<file path="src/hw/ulpi_phy_defs.vh">
// Constants for the transceiver-side ULPI bus logic
`ifndef ULPI_PHY_DEFS_VH
`define ULPI_PHY_DEFS_VH
// Clock figures
`define SYS_CLOCK_MHZ      125
`define IFC_CLOCK_MHZ      60
// Transmit command field positions
`define TXCMD_CODE_HI      7
`define TXCMD_CODE_LO      6
`define TXCMD_ADDR_HI      5
`define TXCMD_ADDR_LO      0
// Transmit command codes in bits 7:6
`define CMD_SPECIAL        2'h0
`define CMD_TRANSMIT       2'h1
`define CMD_REG_WRITE      2'h2
`define CMD_REG_READ       2'h3
// Reset values
`define IDLE_BYTE          8'h00
`define RXCMD_RESET        8'h00
// Bus operating modes
`define MODE_SYNC          2'h0
`define MODE_LOW_POWER     2'h1
`define MODE_SERIAL6       2'h2
`define MODE_SERIAL3       2'h3
`endif

</file>
<file path="src/hw/ulpi_sync2.v">
// Two-flip-flop synchroniser for a group of levels
`default_nettype none
module ulpi_sync2 #(
   parameter WIDTH = 1
) (
   // Clock and reset
   input  wire             clock,
   input  wire             rst,
   // Levels
   input  wire [WIDTH-1:0] async_in,
   output reg  [WIDTH-1:0] sync_out
);
   reg [WIDTH-1:0] stage1;

   always @(posedge clock) begin
      if (rst) begin
         stage1   <= {WIDTH{1'b0}};
         sync_out <= {WIDTH{1'b0}};
      end else begin
         stage1   <= async_in;
         sync_out <= stage1;
      end
   end
endmodule // ulpi_sync2
`default_nettype wire

</file>
<file path="src/hw/ulpi_phy_side.v">
// Transceiver-side ULPI bus protocol engine
//
// Overview of operation
// Twelve-signal bus: clock, eight data, dir, nxt, stp
// Drive 60 MHz interface clock when reference present
// Sync mode timed by interface clock; else asynchronous
// Interface clock may stop in low-power, serial
// Link holds data low when idle
// Non-zero transmit command starts transfer; zero idle
// One turnaround cycle whenever dir changes; the code gives none on entry to or exit from low-power and serial modes
// Dir low by default in synchronous mode
// Raise dir only with data for link
// Dir and nxt high: decoded USB data
// Dir high, nxt low: status byte
// Register-read data replaces status byte, nxt low
// Dir held high in low-power and serial modes
// Fixed-direction data lines in low-power, serial modes
// Link asserts stp one cycle after last byte
// Dir low, nxt requests following byte next cycle
// Link holds stp high to leave low-power
// Launch and sample on interface clock rising edge
`default_nettype none
`include "ulpi_phy_defs.vh"
module ulpi_phy_side #(
   parameter CLK_ACC_W = 8
) (
   // Clock and reset
   input  wire       clock,
   input  wire       rst,
   // Reference clock presence and interface clock output
   input  wire       reference_clock_input,
   output reg        ifc_clock,
   // ULPI data bus, three signals per line
   input  wire [7:0] data_in,
   output reg  [7:0] data_out,
   output reg  [7:0] data_oe,
   // ULPI control
   output reg        dir,
   output reg        nxt,
   input  wire       stp,
   // Receive side from the USB core
   input  wire       rx_valid,
   input  wire [7:0] rx_byte,
   input  wire       rx_active,
   input  wire [7:0] rx_status,
   output reg        rx_taken,
   // Transmit side toward the USB core
   output reg        tx_valid,
   output reg  [7:0] tx_byte,
   output reg        tx_last,
   input  wire       tx_ready,
   // Register access toward the register file
   output reg        reg_wr,
   output reg        reg_rd,
   output reg  [5:0] reg_addr,
   output reg  [7:0] reg_wdata,
   input  wire [7:0] reg_rdata,
   // Mode control
   input  wire [1:0] mode_request,
   input  wire [7:0] mode_pins,
   input  wire [7:0] mode_oe,
   output reg  [1:0] mode,
   output reg        wake
);
   // ==========================================================
   // Input synchronisers for pins from outside the clock domain
   // ==========================================================
   wire [7:0] data_s;
   wire [1:0] ctl_s;
   wire       stp_s;
   wire       ref_s;

   ulpi_sync2 #(.WIDTH(8)) u_sync_data (
      .clock    (clock),
      .rst      (rst),
      .async_in (data_in),
      .sync_out (data_s)
   );
   ulpi_sync2 #(.WIDTH(2)) u_sync_ctl (
      .clock    (clock),
      .rst      (rst),
      .async_in ({stp, reference_clock_input}),
      .sync_out (ctl_s)
   );
   assign stp_s = ctl_s[1];
   assign ref_s = ctl_s[0];

   // ==========================================================
   // Interface clock generation by phase accumulation
   // ==========================================================
   localparam integer ACC_STEP_FULL = (2 * `IFC_CLOCK_MHZ * (1 << CLK_ACC_W)) / `SYS_CLOCK_MHZ;
   localparam [CLK_ACC_W-1:0] ACC_STEP = ACC_STEP_FULL[CLK_ACC_W-1:0];
   reg [CLK_ACC_W-1:0] clk_acc;
   reg [CLK_ACC_W:0]   acc_sum;
   wire sync_mode = (mode == `MODE_SYNC);

   always @* begin
      acc_sum = {1'b0, clk_acc} + {1'b0, ACC_STEP};
   end

   always @(posedge clock) begin
      if (rst) begin
         clk_acc   <= {CLK_ACC_W{1'b0}};
         ifc_clock <= 1'b0;
      end else if (ref_s && sync_mode) begin
         clk_acc <= acc_sum[CLK_ACC_W-1:0];
         if (acc_sum[CLK_ACC_W])
            ifc_clock <= ~ifc_clock;
      end else begin
         ifc_clock <= 1'b0;
      end
   end

   // Sync-mode protocol steps on the rising edge of the interface clock
   reg  ifc_prev;
   wire tick = ifc_clock & ~ifc_prev;

   always @(posedge clock) begin
      if (rst)
         ifc_prev <= 1'b0;
      else
         ifc_prev <= ifc_clock;
   end

   // ==========================================================
   // Bus state machine
   // ==========================================================
   localparam [2:0] S_IDLE   = 3'h0;
   localparam [2:0] S_TX     = 3'h1;
   localparam [2:0] S_REGW   = 3'h2;
   localparam [2:0] S_TA_UP  = 3'h3;
   localparam [2:0] S_OUT    = 3'h4;
   localparam [2:0] S_TA_DN  = 3'h5;
   localparam [2:0] S_ASYNC  = 3'h6;
   localparam [2:0] S_REGD   = 3'h7;

   reg [2:0] state;
   reg       rd_pending;
   reg       tx_armed;
   reg [7:0] last_status;
   wire [1:0] cmd_code = data_s[`TXCMD_CODE_HI:`TXCMD_CODE_LO];
   wire       rx_want  = rx_active | rx_valid | (rx_status != last_status);

   always @(posedge clock) begin
      if (rst) begin
         state       <= S_IDLE;
         dir         <= 1'b0;
         nxt         <= 1'b0;
         data_out    <= `IDLE_BYTE;
         data_oe     <= 8'h00;
         rx_taken    <= 1'b0;
         tx_valid    <= 1'b0;
         tx_byte     <= `IDLE_BYTE;
         tx_last     <= 1'b0;
         reg_wr      <= 1'b0;
         reg_rd      <= 1'b0;
         reg_addr    <= 6'h00;
         reg_wdata   <= 8'h00;
         rd_pending  <= 1'b0;
         tx_armed    <= 1'b0;
         last_status <= `RXCMD_RESET;
         mode        <= `MODE_SYNC;
         wake        <= 1'b0;
      end else begin
         rx_taken <= 1'b0;
         reg_wr   <= 1'b0;
         reg_rd   <= 1'b0;
         tx_valid <= 1'b0;
         tx_last  <= 1'b0;
         wake     <= 1'b0;
         case (state)
            S_ASYNC: begin
               dir      <= 1'b1;
               nxt      <= 1'b0;
               data_out <= mode_pins;
               data_oe  <= mode_oe;
               if (stp_s) begin
                  wake    <= 1'b1;
                  mode    <= `MODE_SYNC;
                  data_oe <= 8'h00;
                  state   <= S_TA_DN;
               end
            end
            default: begin
               if (tick) begin
                  case (state)
                     S_IDLE: begin
                        dir     <= 1'b0;
                        tx_armed <= 1'b0;
                        nxt     <= 1'b0;
                        data_oe <= 8'h00;
                        if (mode_request != `MODE_SYNC) begin
                           mode  <= mode_request;
                           dir   <= 1'b1;
                           state <= S_ASYNC;
                        end else if (data_s != `IDLE_BYTE) begin
                           reg_addr <= data_s[`TXCMD_ADDR_HI:`TXCMD_ADDR_LO];
                           nxt      <= 1'b1;
                           case (cmd_code)
                              `CMD_REG_READ: begin
                                 reg_rd     <= 1'b1;
                                 rd_pending <= 1'b1;
                                 nxt        <= 1'b1;
                                 dir        <= 1'b0;
                                 state      <= S_TA_UP;
                              end
                              `CMD_REG_WRITE: state <= S_REGW;
                              default:        state <= S_TX;
                           endcase
                        end else if (rx_want) begin
                           dir   <= 1'b1;
                           state <= S_TA_UP;
                        end
                     end
                     S_TX: begin
                        // First nxt seen here took the command byte itself
                        nxt      <= tx_ready;
                        tx_armed <= 1'b1;
                        if (stp_s) begin
                           nxt     <= 1'b0;
                           tx_last <= 1'b1;
                           state   <= S_IDLE;
                        end else if (nxt && tx_armed) begin
                           tx_valid <= 1'b1;
                           tx_byte  <= data_s;
                        end
                     end
                     S_REGW: begin
                        // Command byte taken; ask for the data byte
                        nxt   <= 1'b1;
                        state <= S_REGD;
                     end
                     S_REGD: begin
                        if (nxt) begin
                           reg_wdata <= data_s;
                           reg_wr    <= 1'b1;
                           nxt       <= 1'b0;
                        end else if (stp_s) begin
                           state <= S_IDLE;
                        end
                     end
                     S_TA_UP: begin
                        nxt <= 1'b0;
                        if (!dir) begin
                           // Read: dir rises first, bus stays released one cycle
                           dir <= 1'b1;
                        end else begin
                           data_oe <= 8'hFF;
                           state   <= S_OUT;
                           if (rd_pending) begin
                              data_out   <= reg_rdata;
                              rd_pending <= 1'b0;
                           end else begin
                              data_out    <= rx_status;
                              last_status <= rx_status;
                           end
                        end
                     end
                     S_OUT: begin
                        if (rx_valid) begin
                           data_out <= rx_byte;
                           nxt      <= 1'b1;
                           rx_taken <= 1'b1;
                        end else if (rx_active || rx_status != last_status) begin
                           data_out    <= rx_status;
                           last_status <= rx_status;
                           nxt         <= 1'b0;
                        end else begin
                           dir     <= 1'b0;
                           nxt     <= 1'b0;
                           data_oe <= 8'h00;
                           state   <= S_TA_DN;
                        end
                     end
                     S_TA_DN: begin
                        // Turnaround after dir falls; after wake, dir is still high here and falls on this tick; bus ignored
                        dir     <= 1'b0;
                        data_oe <= 8'h00;
                        state   <= S_IDLE;
                     end
                     default: state <= S_IDLE;
                  endcase
               end
            end
         endcase
      end
   end
endmodule // ulpi_phy_side
`default_nettype wire

</file>
<file path="config.mk">
export PLATFORM = sky130hd
export DESIGN_NAME = ulpi_phy_side
export DESIGN_NICKNAME = d
export VERILOG_FILES = /design/src/hw/ulpi_sync2.v /design/src/hw/ulpi_phy_side.v
export VERILOG_INCLUDE_DIRS = /design/src /design/src/hw
export SDC_FILE = /design/constraint.sdc
export NUM_CORES = 1
export LEC_CHECK = 0
export BUFFER_PORTS_ARGS = -buffer_cell sky130_fd_sc_hd__buf_2
export CAP_MARGIN = 20
export CORE_UTILIZATION = 41
export DETAILED_ROUTE_END_ITERATION = 8
export PLACE_DENSITY_LB_ADDON = 0.3
export SYNTH_ARGS = -nofsm -noshare
export SYNTH_HDL_FRONTEND = slang
export SYNTH_SLANG_ARGS = --single-unit
</file>
<file path="constraint.sdc">
create_clock -name clock -period 3.5 [get_ports clock]
set_clock_uncertainty 0.05 [all_clocks]
set_input_delay 0 -clock clock [delete_from_list [all_inputs] [get_ports clock]]
set_output_delay 0 -clock clock [all_outputs]
set_load 0.01 [all_outputs]
</file>
## Word level (Yosys, flattened, before mapping)

Cells that the tools add are included.

- Output and inout port bits: 49
- Flip-flop bits (word level): 91
- Input port bits: 57

- Reduce and logical (&&, ||, !) cells: 39
- Add/subtract/negate cells: 1
- Multiplexer cells: 59
- Bitwise operators: 15
- Eq/ne operators: 24

Operator list:

| operator | number |
|---|---|
| $mux 8 | 15 |
| $mux 3 | 11 |
| $pmux 8 s2 | 2 |
| $pmux 8 s3 | 1 |
| $reduce_and 7->1 | 3 |
| $mux 1 | 19 |
| $pmux 3 s6 | 1 |
| $reduce_and 4->1 | 4 |
| $reduce_and 5->1 | 3 |
| $reduce_bool 2->1 | 7 |
| $eq 3x3->1 const B | 4 |
| $ne 2x2->1 const B | 6 |
| $not 1->1 | 12 |
| $reduce_or 4->1 | 3 |
| $mux 2 | 5 |
| $reduce_bool 5->1 | 2 |
| $reduce_or 2->1 | 5 |
| $add 8x8->9 const B | 1 |
| $ne 8x8->1 | 1 |
| $reduce_bool 8->1 | 1 |
| $eq 3x2->1 const B | 2 |
| $ne 3x2->1 const B | 2 |
| $ne 3x3->1 const B | 2 |
| $reduce_or 6->1 | 1 |
| 20 further kinds | 25 |

## Depth between registers and ports, before layout

- Depth after elaboration: 8
- Gate-level depth with buffers: 8

## By module

A second synthesis with hierarchy kept.

- Cell total of the unflattened synthesis: 430
- Area total of the unflattened synthesis: 4111.4 µm²

By module, submodules not included:

| module | area each (µm²) | cells an instance | seq. area each (µm²) | times used |
|---|---|---|---|---|
| ulpi_phy_side | 3542.1 | 389 | 1421.4 | 1 |
| ulpi_sync2 at u_sync_data | 464.2 | 33 | 320.3 | 1 |
| ulpi_sync2 at u_sync_ctl | 105.1 | 8 | 80.1 | 1 |

## Worst setup path after synthesis

OpenSTA, ideal clock, no wires.

- Path kind: reg2reg
- Start: register ifc_clock
- End: register data_out[0]
- Arrival: 1.709 ns
- Buffers on the path: 1
- Path slack: 1.668 ns
- Clock period less this slack: 1.832 ns
- Setup time: 0.072 ns
- Stages on the path, launching flop included: 6
- Cells stage by stage: dfxtp_1 nand2b_1 buf_1 nor3_1 a311oi_4 mux2i_1

- Word-level cells in the longest chain between the ends: 3

Ends and longest elaborated chain:

| element | RTL line | text |
|---|---|---|
| start: declaration | ulpi_phy_side.v:32 | `output reg ifc_clock,` |
| start signal: assignment | ulpi_phy_side.v:108 | `ifc_clock <= ~ifc_clock;` |
| $and 1x1->1 | ulpi_phy_side.v:116 | `wire tick = ifc_clock & ~ifc_prev;` |
| $reduce_bool 2->1 (no source line) | - |  |
| $reduce_and 4->1 (no source line) | - |  |
| end signal: assignment | ulpi_phy_side.v:149 | `` data_out <= `IDLE_BYTE; `` |
| end signal: assignment | ulpi_phy_side.v:175 | `data_out <= mode_pins;` |
| end signal: assignment | ulpi_phy_side.v:251 | `data_out <= reg_rdata;` |
| end: declaration | ulpi_phy_side.v:35 | `output reg [7:0] data_out,` |

No other way between the ends.
A chain may end at the register's enable or synchronous reset.

## Worst setup path in the final report

- Start: register state[2]
- End: register mode[1]

- Word-level cells in the longest chain between the ends: 3

Ends and longest elaborated chain:

| element | RTL line | text |
|---|---|---|
| start: declaration | ulpi_phy_side.v:137 | `reg [2:0] state;` |
| start signal: assignment | ulpi_phy_side.v:146 | `state <= S_IDLE;` |
| start signal: assignment | ulpi_phy_side.v:181 | `state <= S_TA_DN;` |
| start signal: assignment | ulpi_phy_side.v:195 | `state <= S_ASYNC;` |
| $eq 3x3->1 / $logic_not 3->1 (equally long branches) | ulpi_phy_side.v:171, ulpi_phy_side.v:186 |  |
| $ne 2x1->1 (no source line) / $reduce_bool 2->1 (equally long branches) | - |  |
| $reduce_and 4->1 (no source line) | - |  |
| end signal: assignment | ulpi_phy_side.v:162 | `` mode <= `MODE_SYNC; `` |
| end signal: assignment | ulpi_phy_side.v:179 | `` mode <= `MODE_SYNC; `` |
| end signal: assignment | ulpi_phy_side.v:193 | `mode <= mode_request;` |
| end: declaration | ulpi_phy_side.v:62 | `output reg [1:0] mode,` |

Several ways; a longest one is shown, not always the timed one.

==> impl_metrics.yaml <==
setup_path:
  crit_path_slowest_cell: "dfxtp_1"
  cp_data_required_time_ps: 3700
  setup.worst_path.class: "flop to flop"
  worst-endpoint-arrival_ps: 3120
  path_max_fanout: 19
  worst_path_most_repeated_cell: "nor2_1"
  critPathMaxStageDelay_ps: 760
  crit_buf_inv: 1
  critPathLaunchType: "flop"
  timing.critical_path.cells: "nand2b_1 -> nor2_1 -> a211oi_1 -> a21oi_1 -> nor2_1 -> dlygate4sd3_1"
  end_kind: "flop"
  cpLargestDelayFamily: "simple AND/OR/NAND/NOR gates"
floorplan:
  total_die_area_sq_um: 10500
  die_h_um: 103
  ios: 106
  core_area_sq_um: 9770
  floorplan.rows: 36
  dieWidth_um: 103
  initial_cell_density_of_the_core_pct: 42.5
timing:
  timing.final.ws_setup_ps: 586
  hold_violation_count_in_the_final_report: 0
  maxSlewHeadroom_pct: 37.5
  max_clock_freq_ghz: 0.343
  final.setup.tns_ps: 0
  period_minus_slack_ps: 2910
  final-max-slew-violation-count: 0
  rsz0062_at_grt: "no"
  post-route-period-util_pct: 83.3
  setup_violations: 0
  worst_slew_pin_slew_ps: 936
synth:
  synth-edff-count: 0
  ys.flop_type: "dfxtp_1"
  synthesis.nets: 521
  yosys_warnings: 0
  synth_top_cell_area_share_pct: 43.9
  synth-seq-cells: 91
  synthTopCellsByArea: "dfxtp_1 (44%), mux2i_1 (7.5%), nor2_1 (5.5%), nor2b_1 (4.2%), a21oi_1 (3.6%)"
  postSynthCellCount: 463
  mappedNetlistArea_sq_um: 4150
  synthesis.area_per_instance_sq_um: 8.96
  netlist.top_cell.by_area: "dfxtp_1"
  async_flop_share_pct: 0
  synth.lib_cells_used.distinct: 56
  synth_seq_area_share_pct: 43.9
clocking:
  cts_tree: "yes"
  root_buffer: "clkbuf_8"
  htree_levels: 3
  cts_setup_buffers: 0
  clkSinkCount: 91
  worst_skew_pair.late_latency_ps: 360
  ctsLongestPathBuffers: 2
  number_of_buffers_inserted_during_clock_tree_synthesis: 9
  clock_transition_at_the_registers_of_the_reported_paths_ps: 100
  post_cts_resize_count: 0
power_and_ir_drop:
  overall_power_uw: 2000
  p_leak_uw: 0.00229
  power.ir.vdd_worst_v: 0.000218
  powerDensity_nw_per_um2: 374
route:
  detailroute.via_count: 3713
  first_pass_iters: 5
  antenna_left: 0
  drt-wirelength-per-cell_um: 14.2
  routed_via_density: 5.08
  drt_iter0_drc: 177
  wl_um: 10400
  remaining_drc_errors: 0
finish:
  finalNetCount: 651
  share_of_layout_cells_above_drive_strength_1_pct: 23.1
  finish.utilization_pct: 54.6
  finish.instance_area_sq_um: 5330
  n_antenna_cell: 0
  area_growth_from_synthesis_to_layout_pct: 28.5
  num-fill-cells: 935
placement:
  dp_slack_ps: 808
  post_dp_cell_area_sq_um: 4730
  gp_weighted_congestion: 0.844
  detailedPlacementHpwl_um: 7110
  port_buffers: 105
worst_hold_path:
  min_path_type: "input pin to flop"
global_route:
  grt_max_degree: 67
  global_route.usage.total_pct: 20.4
  global_route_wire_length_before_repair_um: 16800
  global_route.overflow_total: 0
  number_of_antenna_violations_at_the_first_check_in_global_routing: 0
  number_of_global_route_vias_before_repair: 3506
run:
  cap_viol_max_count: 0
outcome:
  run_status: "complete, no violations"
==> area by class of cell <==
| class | instances | area (sq um) | area share (%) |
|---|---|---|---|
| multi-input cells | 327 | 2130 | 40.0 |
| inverters | 16 | 60.1 | 1.13 |
| repair buffers | 148 | 951 | 17.8 |
| clock inverters | 7 | 76.3 | 1.43 |
| flip-flops and latches | 91 | 1820 | 34.2 |
| well taps | 133 | 166 | 3.12 |
| clock buffers | 9 | 124 | 2.32 |
==> per-layer routing <==
metal	global-route usage (%)	part of all wire (%)	wire, um	vias up
met2	34.9	50	5160	88
met4	5.82	0.95	99	0
met5	0	0	0	-
met1	25.5	45	4680	1721
met3	4.88	4.4	458	10
li1	-	-	-	1894
==> cells in the final DEF (no fill, tap or decap), types with 11 or more instances in the layout <==
master         instances
nor2_1                61
nor2b_1               28
nand2_1               20
nor3_1                11
inv_1                 16
buf_2                104
a21oi_1               30
mux2i_1               31
dlygate4sd3_1         40
nand2b_1              14
dfxtp_1               91
o21ai_0               17
xnor2_1               11
==> sequential cells by signal, summed over array words and instances, names as in the netlist, 3 cells and up <==
register and flops:
state 3, u_sync_data.sync_out 8, u_sync_data.stage1 8, reg_wdata 8, last_status 8, data_oe 8
data_out 8, reg_addr 6, tx_byte 8, clk_acc 8
==> cell families after synthesis <==
group / synth area share, %
and+or+nand+nor: 22.2
AOI/OAI and AO/OA: 17.7
DFF: 43.9
buffers and inverters: 4.67
muxes: 8.02
xor gates and xnor gates: 3.17
adders and majority gates: 0.301
==> path summary, 6_finish.rpt <==
check                                   startpoint                                 end  slack [ps]  cells past startpoint
setup / recovery             state[2]$_SDFFE_PP0P_                mode[1]$_SDFFE_PP0P_         590                      6
hold / removal                        reg_rdata[6]            data_out[6]$_SDFFE_PP0P_          70                      4
setup reg to reg             state[2]$_SDFFE_PP0P_                mode[1]$_SDFFE_PP0P_         590                      6
hold reg to reg   u_sync_data.stage1[4]$_SDFF_PP0_  u_sync_data.sync_out[4]$_SDFF_PP0_         390                      1
==> stage by stage <==
| stage | hold slack [ps] | std cells |
|---|---|---|
| after floorplan | 78.2 | 463 |
| after global placement | 160 | 675 |
| after detailed placement | 162 | 675 |
| after CTS | 50.5 | 731 |
| after global routing | 61.6 | 731 |
| final | 69.2 | 731 |
==> power breakdown <==
part	internal (uW)	leakage [uW]	switching (uW)
Clock	288	0.000103	424
Combinational	106	0.00145	97.1
Sequential	1060	0.000738	25.7
Total	1450	0.00229	546
==> worst register-to-register path, delay by kind of cell, from the launching register on <==
kind / cells / cell delay, ps
compound gates: 2 / 300
buf+inv: 1 / 580
simple gates: 3 / 1120
flops: 1 / 760
==> Yosys cell counts (all sizes together) (3+ instances only) <==
cell type	count
nor2	61
buf	18
xnor2	11
a221oi	10
dfxtp	91
nor2b	28
o211ai	8
nand3	3
a211oi	6
clkbuf	11
nor4	7
a211o	9
nand3b	8
or3	4
xor2	4
mux2i	31
a311oi	3
nand4	3
a21oi	30
inv	16
nand2b	14
a31oi	9
o21ai	18
nor3	13
nand2	21
==> timing repair <==
action,4_1_cts,5_1_grt
hold buffers,40,0
setup endpoints to repair,0,0
endpoints found under the hold margin,53,0
(Power assumes the default switching activity.)
